File: src/pkg/odwt_pkg.sv
// Contract
// - second output delay: 75 ms steps, code
// - first output delay: 150 ms steps, paired
// - watchdog period code picks 620/310/2500/1250 ms
// - watchdog expiry forces outputs on if floating
// - severe level allowed during high blanking
// - low level checked over chosen blanking
// - host holds reset low 350 ns minimum
// - host waits 5 us after reset rise
// - chip select high 300 ns between frames
// - serial clock at most 3 MHz
// - serial output driven/released within 145 ns
// - reset rising edge starts the watchdog
// - watchdog enabled only while wake high
// - 8-bit frames msb first, rising sample
package odwt_pkg;
    localparam int CLK_MHZ = 125;
    localparam int CLK_KHZ = 125000;
    // one shared time base keeps every delay, watchdog and low blanking period equally accurate
    localparam int TICK_US = 50;
    localparam int TICK_CYC = TICK_US * CLK_MHZ;
    localparam int DLY_SECOND_STEP_MS = 75;
    localparam int DLY_FIRST_STEP_MS = 150;
    localparam logic [15:0] DLY_SECOND_STEP =
        16'(DLY_SECOND_STEP_MS * 1000 / TICK_US);
    localparam logic [15:0] DLY_FIRST_STEP =
        16'(DLY_FIRST_STEP_MS * 1000 / TICK_US);
    localparam int WD_MS_0 = 620;
    localparam int WD_MS_1 = 310;
    localparam int WD_MS_2 = 2500;
    localparam int WD_MS_3 = 1250;
    localparam logic [3:0][15:0] WD_TICKS = {
        16'(WD_MS_3 * 1000 / TICK_US), 16'(WD_MS_2 * 1000 / TICK_US),
        16'(WD_MS_1 * 1000 / TICK_US), 16'(WD_MS_0 * 1000 / TICK_US)};
    localparam int OCL_US_0 = 155000;
    localparam int OCL_US_1 = 10000;
    localparam int OCL_US_2 = 1200;
    localparam int OCL_US_3 = 150;
    localparam logic [3:0][15:0] OCL_TICKS = {
        16'(OCL_US_3 / TICK_US), 16'(OCL_US_2 / TICK_US),
        16'(OCL_US_1 / TICK_US), 16'(OCL_US_0 / TICK_US)};
    localparam int OCH_US = 10;
    localparam logic [15:0] OCH_CYC = 16'(OCH_US * CLK_MHZ);
    localparam int RST_LOW_NS = 350;
    localparam int ENBL_NS = 5000;
    localparam int CS_GAP_NS = 300;
    localparam int SO_EN_NS = 145;
    localparam int SCLK_MAX_KHZ = 3000;
    localparam logic [9:0] RST_LOW_CYC =
        10'((RST_LOW_NS * CLK_MHZ + 999) / 1000);
    localparam logic [9:0] ENBL_CYC = 10'((ENBL_NS * CLK_MHZ + 999) / 1000);
    localparam logic [9:0] CS_GAP_CYC =
        10'((CS_GAP_NS * CLK_MHZ + 999) / 1000);
    localparam logic [9:0] SO_EN_CYC = 10'(SO_EN_NS * CLK_MHZ / 1000);
    localparam logic [9:0] SCLK_HALF_CYC =
        10'((CLK_KHZ + 2 * SCLK_MAX_KHZ - 1) / (2 * SCLK_MAX_KHZ));
    localparam int FRAME_BITS = 8;
    // sync order: cs, sclk, si, rst, wake, severe[2], low[2], fail-safe
    localparam logic [9:0] SYNC_RST = 10'h001;
    typedef enum logic [1:0] {
        WD_SLEEP = 2'b00,
        WD_RUN = 2'b01,
        WD_EXPIRED = 2'b10
    } odwt_wd_t;
    typedef enum logic [2:0] {
        H_RST = 3'b000,
        H_ENBL = 3'b001,
        H_IDLE = 3'b010,
        H_LOW = 3'b011,
        H_HIGH = 3'b100,
        H_GAP = 3'b101
    } odwt_host_t;
endpackage

File: src/pkg/odwt_if.sv
`timescale 1ns/1ps
interface odwt_if;
    logic cs_n;
    logic sclk;
    logic si;
    logic so;
    logic so_oe;
    logic rst_n;
    logic wake;
    modport dev (
        input cs_n,
        input sclk,
        input si,
        input rst_n,
        input wake,
        output so,
        output so_oe
    );
    modport host (
        output cs_n,
        output sclk,
        output si,
        output rst_n,
        output wake,
        input so,
        input so_oe
    );
endinterface

File: src/hw/odwt_device.sv
`timescale 1ns/1ps
module odwt_device #(
    parameter int TICK_CYC = odwt_pkg::TICK_CYC
) (
    input wire logic CLK_I,
    input wire logic NRST_I,
    input wire logic CE_I,
    odwt_if.dev LINK,
    input wire logic [2:0] OUTPUT_SWITCH_DELAY_CODE_I,
    input wire logic [1:0] WATCHDOG_PERIOD_CODE_I,
    input wire logic [1:0] OC_BLANK_CODE_I,
    input wire logic [1:0] ON_REQ_I,
    input wire logic [1:0] OC_SEVERE_I,
    input wire logic [1:0] OC_LOW_I,
    input wire logic FAILSAFE_FLOAT_I,
    input wire logic [7:0] TX_BYTE_I,
    output logic [7:0] FRAME_O,
    output logic FRAME_VALID_O,
    output logic [1:0] HIGH_SIDE_OUTPUT_O,
    output logic [1:0] SEVERE_FAULT_O,
    output logic [1:0] LOW_OC_FAULT_O,
    output logic WD_TIMEOUT_O
);
    localparam logic [15:0] TICK_LAST = 16'(TICK_CYC - 1);
    logic [9:0] raw;
    logic [9:0] s1_q;
    logic [9:0] s2_q;
    logic [9:0] p_q;
    logic cs_fall;
    logic sclk_rise;
    logic pin_rst;
    logic tick;
    logic [15:0] tick_q, tick_d;
    logic [2:0] bit_q, bit_d;
    logic [7:0] rx_q, rx_d;
    logic [7:0] tx_q, tx_d;
    logic [7:0] frame_q, frame_d;
    logic fv_q, fv_d;
    odwt_pkg::odwt_wd_t wd_q, wd_d;
    logic [15:0] wcnt_q, wcnt_d;
    logic [15:0] wd_lim;
    logic force_on;
    logic [1:0][15:0] dly_lim;

    assign raw = {FAILSAFE_FLOAT_I, OC_LOW_I, OC_SEVERE_I, LINK.wake,
        LINK.rst_n, LINK.si, LINK.sclk, LINK.cs_n};

    // first stage feeds only the second; edges come from later stages
    always_ff @(posedge CLK_I) begin
        if (!NRST_I) begin
            s1_q <= odwt_pkg::SYNC_RST;
            s2_q <= odwt_pkg::SYNC_RST;
            p_q <= odwt_pkg::SYNC_RST;
        end else if (CE_I) begin
            s1_q <= raw;
            s2_q <= s1_q;
            p_q <= s2_q;
        end
    end

    assign cs_fall = p_q[0] && !s2_q[0];
    assign sclk_rise = !p_q[1] && s2_q[1] && !s2_q[0];
    assign pin_rst = !s2_q[3];
    assign tick = tick_q == TICK_LAST;

    // single tick feeds every delay, low blanking and watchdog count; high blanking counts clock cycles
    always_comb begin
        tick_d = tick ? 16'h0000 : tick_q + 16'h0001;
    end

    always_ff @(posedge CLK_I) begin
        if (!NRST_I) begin
            tick_q <= 16'h0000;
        end else if (CE_I) begin
            tick_q <= tick_d;
        end
    end

    always_comb begin
        bit_d = bit_q;
        rx_d = rx_q;
        tx_d = tx_q;
        frame_d = frame_q;
        fv_d = 1'b0;
        if (pin_rst) begin
            bit_d = 3'h0;
            tx_d = 8'h00;
        end else if (cs_fall) begin
            bit_d = 3'h0;
            tx_d = TX_BYTE_I;
        end else if (sclk_rise) begin
            rx_d = {rx_q[6:0], s2_q[2]};
            tx_d = {tx_q[6:0], 1'b0};
            bit_d = bit_q + 3'h1;
            if (bit_q == 3'(odwt_pkg::FRAME_BITS - 1)) begin
                frame_d = {rx_q[6:0], s2_q[2]};
                fv_d = 1'b1;
            end
        end
    end

    always_ff @(posedge CLK_I) begin
        if (!NRST_I) begin
            bit_q <= 3'h0;
            rx_q <= 8'h00;
            tx_q <= 8'h00;
            frame_q <= 8'h00;
            fv_q <= 1'b0;
        end else if (CE_I) begin
            bit_q <= bit_d;
            rx_q <= rx_d;
            tx_q <= tx_d;
            frame_q <= frame_d;
            fv_q <= fv_d;
        end
    end

    // two cycles of sync latency, well inside the enable window
    assign LINK.so = tx_q[7];
    assign LINK.so_oe = !s2_q[0];
    assign FRAME_O = frame_q;
    assign FRAME_VALID_O = fv_q;

    assign wd_lim = odwt_pkg::WD_TICKS[WATCHDOG_PERIOD_CODE_I];

    always_comb begin
        wd_d = wd_q;
        wcnt_d = wcnt_q;
        if (pin_rst || !s2_q[4]) begin
            wd_d = odwt_pkg::WD_SLEEP;
            wcnt_d = 16'h0000;
        end else begin
            case (wd_q)
                odwt_pkg::WD_SLEEP: begin
                    // sleep is left only once reset and wake are both high
                    wd_d = odwt_pkg::WD_RUN;
                    wcnt_d = 16'h0000;
                end
                odwt_pkg::WD_RUN: begin
                    if (fv_q) begin
                        wcnt_d = 16'h0000;
                    end else if (tick) begin
                        wcnt_d = wcnt_q + 16'h0001;
                        if (wcnt_d >= wd_lim) begin
                            wd_d = odwt_pkg::WD_EXPIRED;
                        end
                    end
                end
                odwt_pkg::WD_EXPIRED: begin
                    wd_d = odwt_pkg::WD_EXPIRED;
                end
                default: begin
                    wd_d = odwt_pkg::WD_SLEEP;
                end
            endcase
        end
    end

    always_ff @(posedge CLK_I) begin
        if (!NRST_I) begin
            wd_q <= odwt_pkg::WD_SLEEP;
            wcnt_q <= 16'h0000;
        end else if (CE_I) begin
            wd_q <= wd_d;
            wcnt_q <= wcnt_d;
        end
    end

    assign WD_TIMEOUT_O = wd_q == odwt_pkg::WD_EXPIRED;
    assign force_on = WD_TIMEOUT_O && s2_q[9];

    assign dly_lim[0] = 16'(OUTPUT_SWITCH_DELAY_CODE_I[2:1]
        * odwt_pkg::DLY_FIRST_STEP);
    assign dly_lim[1] = 16'(OUTPUT_SWITCH_DELAY_CODE_I
        * odwt_pkg::DLY_SECOND_STEP);

    genvar ch;
    generate
        for (ch = 0; ch < 2; ch = ch + 1) begin : g_ch
            logic [15:0] dcnt_q, dcnt_d;
            logic on_q, on_d;
            logic [15:0] och_q, och_d;
            logic [15:0] ocl_q, ocl_d;
            logic sev_q, sev_d;
            logic low_q, low_d;
            logic hs_q, hs_d;
            logic [15:0] ocl_lim;

            assign ocl_lim = odwt_pkg::OCL_TICKS[OC_BLANK_CODE_I];

            always_comb begin
                dcnt_d = dcnt_q;
                on_d = on_q;
                och_d = och_q;
                ocl_d = ocl_q;
                sev_d = sev_q;
                low_d = low_q;
                if (pin_rst || !ON_REQ_I[ch]) begin
                    dcnt_d = 16'h0000;
                    on_d = 1'b0;
                    sev_d = 1'b0;
                    low_d = 1'b0;
                end else if (!on_q) begin
                    if (dcnt_q >= dly_lim[ch]) begin
                        on_d = 1'b1;
                    end else if (tick) begin
                        dcnt_d = dcnt_q + 16'h0001;
                    end
                end
                if (!hs_q) begin
                    och_d = 16'h0000;
                    ocl_d = 16'h0000;
                end else begin
                    // severe level is the only trip inside high blanking
                    if (s2_q[5 + ch]) begin
                        sev_d = 1'b1;
                    end
                    if (och_q < odwt_pkg::OCH_CYC) begin
                        och_d = och_q + 16'h0001;
                    end else if (!s2_q[7 + ch]) begin
                        ocl_d = 16'h0000;
                    end else if (ocl_q >= ocl_lim) begin
                        low_d = 1'b1;
                    end else if (tick) begin
                        ocl_d = ocl_q + 16'h0001;
                    end
                end
                hs_d = !pin_rst && !sev_d && !low_d
                    && (on_d || force_on);
            end

            always_ff @(posedge CLK_I) begin
                if (!NRST_I) begin
                    dcnt_q <= 16'h0000;
                    on_q <= 1'b0;
                    och_q <= 16'h0000;
                    ocl_q <= 16'h0000;
                    sev_q <= 1'b0;
                    low_q <= 1'b0;
                    hs_q <= 1'b0;
                end else if (CE_I) begin
                    dcnt_q <= dcnt_d;
                    on_q <= on_d;
                    och_q <= och_d;
                    ocl_q <= ocl_d;
                    sev_q <= sev_d;
                    low_q <= low_d;
                    hs_q <= hs_d;
                end
            end

            assign HIGH_SIDE_OUTPUT_O[ch] = hs_q;
            assign SEVERE_FAULT_O[ch] = sev_q;
            assign LOW_OC_FAULT_O[ch] = low_q;
        end
    endgenerate
endmodule

File: src/flat_wrapper.sv
// flat-port wrapper written by rule: the top's interface ports become plain ports
module odwt_device_flat 
#(
    parameter int TICK_CYC = odwt_pkg::TICK_CYC
)
  (CLK_I, NRST_I, CE_I, OUTPUT_SWITCH_DELAY_CODE_I, WATCHDOG_PERIOD_CODE_I, OC_BLANK_CODE_I, ON_REQ_I, OC_SEVERE_I, OC_LOW_I, FAILSAFE_FLOAT_I, TX_BYTE_I, FRAME_O, FRAME_VALID_O, HIGH_SIDE_OUTPUT_O, SEVERE_FAULT_O, LOW_OC_FAULT_O, WD_TIMEOUT_O, LINK_cs_n, LINK_sclk, LINK_si, LINK_rst_n, LINK_wake, LINK_so, LINK_so_oe);
  odwt_if LINK_i ();
  input wire logic CLK_I;
  input wire logic NRST_I;
  input wire logic CE_I;
  input wire logic [2:0] OUTPUT_SWITCH_DELAY_CODE_I;
  input wire logic [1:0] WATCHDOG_PERIOD_CODE_I;
  input wire logic [1:0] OC_BLANK_CODE_I;
  input wire logic [1:0] ON_REQ_I;
  input wire logic [1:0] OC_SEVERE_I;
  input wire logic [1:0] OC_LOW_I;
  input wire logic FAILSAFE_FLOAT_I;
  input wire logic [7:0] TX_BYTE_I;
  output logic [7:0] FRAME_O;
  output logic FRAME_VALID_O;
  output logic [1:0] HIGH_SIDE_OUTPUT_O;
  output logic [1:0] SEVERE_FAULT_O;
  output logic [1:0] LOW_OC_FAULT_O;
  output logic WD_TIMEOUT_O;
  input wire logic [$bits(LINK_i.cs_n)-1:0] LINK_cs_n;
  input wire logic [$bits(LINK_i.sclk)-1:0] LINK_sclk;
  input wire logic [$bits(LINK_i.si)-1:0] LINK_si;
  input wire logic [$bits(LINK_i.rst_n)-1:0] LINK_rst_n;
  input wire logic [$bits(LINK_i.wake)-1:0] LINK_wake;
  output wire logic [$bits(LINK_i.so)-1:0] LINK_so;
  output wire logic [$bits(LINK_i.so_oe)-1:0] LINK_so_oe;
  assign LINK_i.cs_n = LINK_cs_n;
  assign LINK_i.sclk = LINK_sclk;
  assign LINK_i.si = LINK_si;
  assign LINK_i.rst_n = LINK_rst_n;
  assign LINK_i.wake = LINK_wake;
  assign LINK_so = LINK_i.so;
  assign LINK_so_oe = LINK_i.so_oe;
  odwt_device #(.TICK_CYC(TICK_CYC)) u_core (.CLK_I(CLK_I), .NRST_I(NRST_I), .CE_I(CE_I), .LINK(LINK_i), .OUTPUT_SWITCH_DELAY_CODE_I(OUTPUT_SWITCH_DELAY_CODE_I), .WATCHDOG_PERIOD_CODE_I(WATCHDOG_PERIOD_CODE_I), .OC_BLANK_CODE_I(OC_BLANK_CODE_I), .ON_REQ_I(ON_REQ_I), .OC_SEVERE_I(OC_SEVERE_I), .OC_LOW_I(OC_LOW_I), .FAILSAFE_FLOAT_I(FAILSAFE_FLOAT_I), .TX_BYTE_I(TX_BYTE_I), .FRAME_O(FRAME_O), .FRAME_VALID_O(FRAME_VALID_O), .HIGH_SIDE_OUTPUT_O(HIGH_SIDE_OUTPUT_O), .SEVERE_FAULT_O(SEVERE_FAULT_O), .LOW_OC_FAULT_O(LOW_OC_FAULT_O), .WD_TIMEOUT_O(WD_TIMEOUT_O));
endmodule
File: config.mk
export PLATFORM = sky130hd
export DESIGN_NAME = odwt_device_flat
export DESIGN_NICKNAME = d
export VERILOG_FILES = /design/src/pkg/odwt_pkg.sv /design/src/pkg/odwt_if.sv /design/src/hw/odwt_device.sv /design/src/flat_wrapper.sv
export SDC_FILE = /design/constraint.sdc
export NUM_CORES = 1
export LEC_CHECK = 0
export BUFFER_PORTS_ARGS = -buffer_cell sky130_fd_sc_hd__buf_4
export CAP_MARGIN = 5
export CORE_MARGIN = 2
export CORE_UTILIZATION = 62
export CTS_CLUSTER_DIAMETER = 40
export DETAILED_ROUTE_END_ITERATION = 10
export PLACE_DENSITY = 0.8
export SLEW_MARGIN = 0
export SYNTH_ARGS = -nofsm -noshare
export SYNTH_HDL_FRONTEND = slang
export SYNTH_SLANG_ARGS = --single-unit
File: constraint.sdc
create_clock -name CLK_I -period 5.4 [get_ports CLK_I]
set_clock_uncertainty 0.2 [all_clocks]
set_input_delay 1.08 -clock CLK_I [delete_from_list [all_inputs] [get_ports CLK_I]]
set_output_delay 1.08 -clock CLK_I [all_outputs]
set_load 0.1 [all_outputs]
==> reports/qor.txt <==
Clock Path Buffers: 2
Core box area: 16700 sq um
Worst Hold Launch: u_core.g_ch[1].och_q[14]
Worst rel slew slack: 0.2847
# placed instances: 1504
Starting Density: 0.6387
# rows: 47
Asr flop ratio synth: 0
Worst-Margin Slew: 1.065 ns
Register bit total from synthesis: 187
Max frequency: 205.2 MHz
Die Y: 135.2 um
Dominant cells by area after synthesis: dfxtp_1, ha_1, mux2i_1, nand2_1, nor2_1
Synth Warn #: 0
Filler instances: 1347
Worst reg-to-reg setup slack: 1.67 ns
Seq/Total Area, Yosys: 0.3510
Port bufs: 47
VDD IR max: 231.6 uV
Synth top area share: 0.3510
Via Count: 9384
GRT Total Usage: 0.2711
Die X: 135.2 um
Crit path kind: in2reg
Via density: 6.109
Setup violators final: 0
Crit Reg-Reg Startpoint: u_core.wcnt_q[0]
DRC: 0
GPL Wtd Cong: 0.9067
Cell count after synthesis: 1283
Final worst path period need: 4.874 ns
Post-CTS sizing: 0
Final worst path period share: 0.9026
Vias in the first global route: 8542
CP Capture Type: flip-flop
Final hold slack: 0.2395 ns
Power Dens Cells: 251.8 nW/um^2
Pin count of the biggest net entering global routing: 55
CTS tree: yes
Post-route cell area: 11760 sq um
Final net count: 1421
Multi-input logic area: 6484 sq um
Area growth from synthesis to layout: 10.22%
Max-slew violation count: 0
Synthesized net count: 1401
Critical path origin: OUTPUT_SWITCH_DELAY_CODE_I[0]
Status: finished clean
Max-capacitance violation count: 0
Post-Layout Cell Count: 1536
Placed Area: 11130 sq um
Worst-skew pair later-pin latency: 0.44 ns
Setup TNS: 0 ns
Endpoints failing hold: 0
Post-synth top flop: dfxtp_1
Clk pin slew, worst setup/hold paths: 0.07 ns
Die ar.: 18270 sq um
Synth area leader: dfxtp_1
Ports: 48
Critical path startpoint category: input port
H-Tree Depth: 4
Final HPWL from detailed placement: 16990 um
First-pass GRT wire length: 40500 um
Post-DRT Antenna Nets: 0
Commonest non-fill, non-tap cell in the layout: dfxtp_1
Post-Route WL: 24470 um
Pre-antenna DRT Iters: 5
Number of antenna violations at the first check in global routing: 0
Clk sink count: 187
CTS Root Buffer Type: clkbuf_16
Number of synthesized flops with an enable pin: 0
Req. time, crit path: 5.56 ns
CP max FO: 11
Post-synthesis cell area: 10670 sq um
DR WL/cell: 15.93 um
Antenna cells: 0
CTS buffer count: 17
Share of cells above drive strength 1: 0.08207
Post-CTS setup buffer count: 0
Worst Hold Class: reg2reg
Total grt overflow: 0
Iteration-0 DRC Markers: 573
Leak: 0.004789 uW
Post-CTS Hold Buffers: 0
Register Area: 3744 sq um
Commonest cells after routing, fill and taps aside: dfxtp_1, nand2_1, nor2_1, a21oi_1, ha_1
Crit path DAT: 5.04 ns
RSZ-0062 raised after global routing: false
Synth cell types: 75
Synth Area per Inst: 8.314 sq um
[final cells by class]
class,instances,area share
inverter,52,0.01660
multi-input combinational,987,0.5515
sequential,187,0.3184
timing repair buffer,58,0.03704
clock inverter,14,0.01564
clock buffer,18,0.03736
tap,220,0.02341
[cell families (layout without fill, tap and decap cells)]
logic type | Yosys count | after routing | synth area share
AND/OR/NAND/NOR | 548 | 548 | 0.2579
multiplexers | 55 | 55 | 0.05161
flip-flops | 187 | 187 | 0.3510
buffers and inverters | 109 | 142 | 0.04117
XOR/XNOR | 50 | 50 | 0.04106
adder cells (fa/ha/maj) | 88 | 88 | 0.1053
AO/OA/AOI/OAI | 246 | 246 | 0.1519
[state kept, by name (all words and copies together), names as in the netlist, 3 cells and up]
name and cells:
u_core.g_ch.ocl_q 32, u_core.wcnt_q 16, u_core.tx_q 8, u_core.rx_q 7, u_core.bit_q 3, u_core.g_ch.dcnt_q 32, u_core.tick_q 16, u_core.FRAME_O 8
u_core.s1_q 10, u_core.s2_q 10, u_core.g_ch.och_q 32
[per-layer routing]
| metal | wire length, um | track usage | vias to the layer above |
|---|---|---|---|
| met2 | 11440 | 0.4473 | 290 |
| met5 | 0 | 0 | - |
| met4 | 468 | 0.09780 | 0 |
| met1 | 11030 | 0.3580 | 4356 |
| li1 | - | - | 4691 |
| met3 | 1531 | 0.04826 | 47 |
[metrics by stage]
step / utilization / total power, uW / setup WS (ns)
6_report: 0.7039 / 2960 / 0.5262
5_1_grt: 0.7039 / 3067 / 0.2948
4_1_cts: 0.7039 / 2981 / 0.6289
3_5_place_dp: 0.6666 / 1662 / 0.1855
3_3_place_gp: 0.6666 / 1655 / 0.3334
2_1_floorplan: - / 1593 / 0.7548
[power by group]
part           switching (uW)  internal [uW]
sequential               9.58           1390
combinational             149           85.2
clock                     574            753
total                     732           2230
[cell usage after synthesis (7+ instances only)]
cell and count:
clkbuf_1 45, nand2_1 145, a21oi_1 85, a211oi_1 7
dfxtp_1 187, o21a_1 12, o21ai_0 41, nor4_1 16
nand4_1 30, or3_1 14, xnor2_1 25, o211ai_1 7
o2111ai_1 9, nand2b_1 19, xor2_1 25, ha_1 85
and4_1 9, a31oi_1 10, and2_1 12, or4_1 11
inv_1 52, mux2i_1 55, o31ai_1 11, nor2_1 130
nor3_1 25, and3_1 29, nand3_1 69
[worst paths after layout]
kind / to / depth (start not counted)
worst min-delay path: u_core.g_ch[1].och_q[14] / 2
worst min register to register: u_core.g_ch[1].och_q[14] / 2
worst max register to register: u_core.wd_q[1] / 13
worst max-delay path: u_core.g_ch[1].dcnt_q[3] / 14
[worst max-delay path: stages]
cell      delay (ns)
buf_4           0.14
fa_1            0.50
ha_1            0.25
nor2b_1         0.14
o21ai_0         0.27
a21oi_1         0.14
nand2b_1        0.17
ha_1            0.31
a22o_1          0.21
o41ai_1         0.54
a21boi_1        0.37
buf_4           0.27
or4_1           0.50
a21oi_1         0.14
No activity file was read; power rests on OpenSTA's default activity.
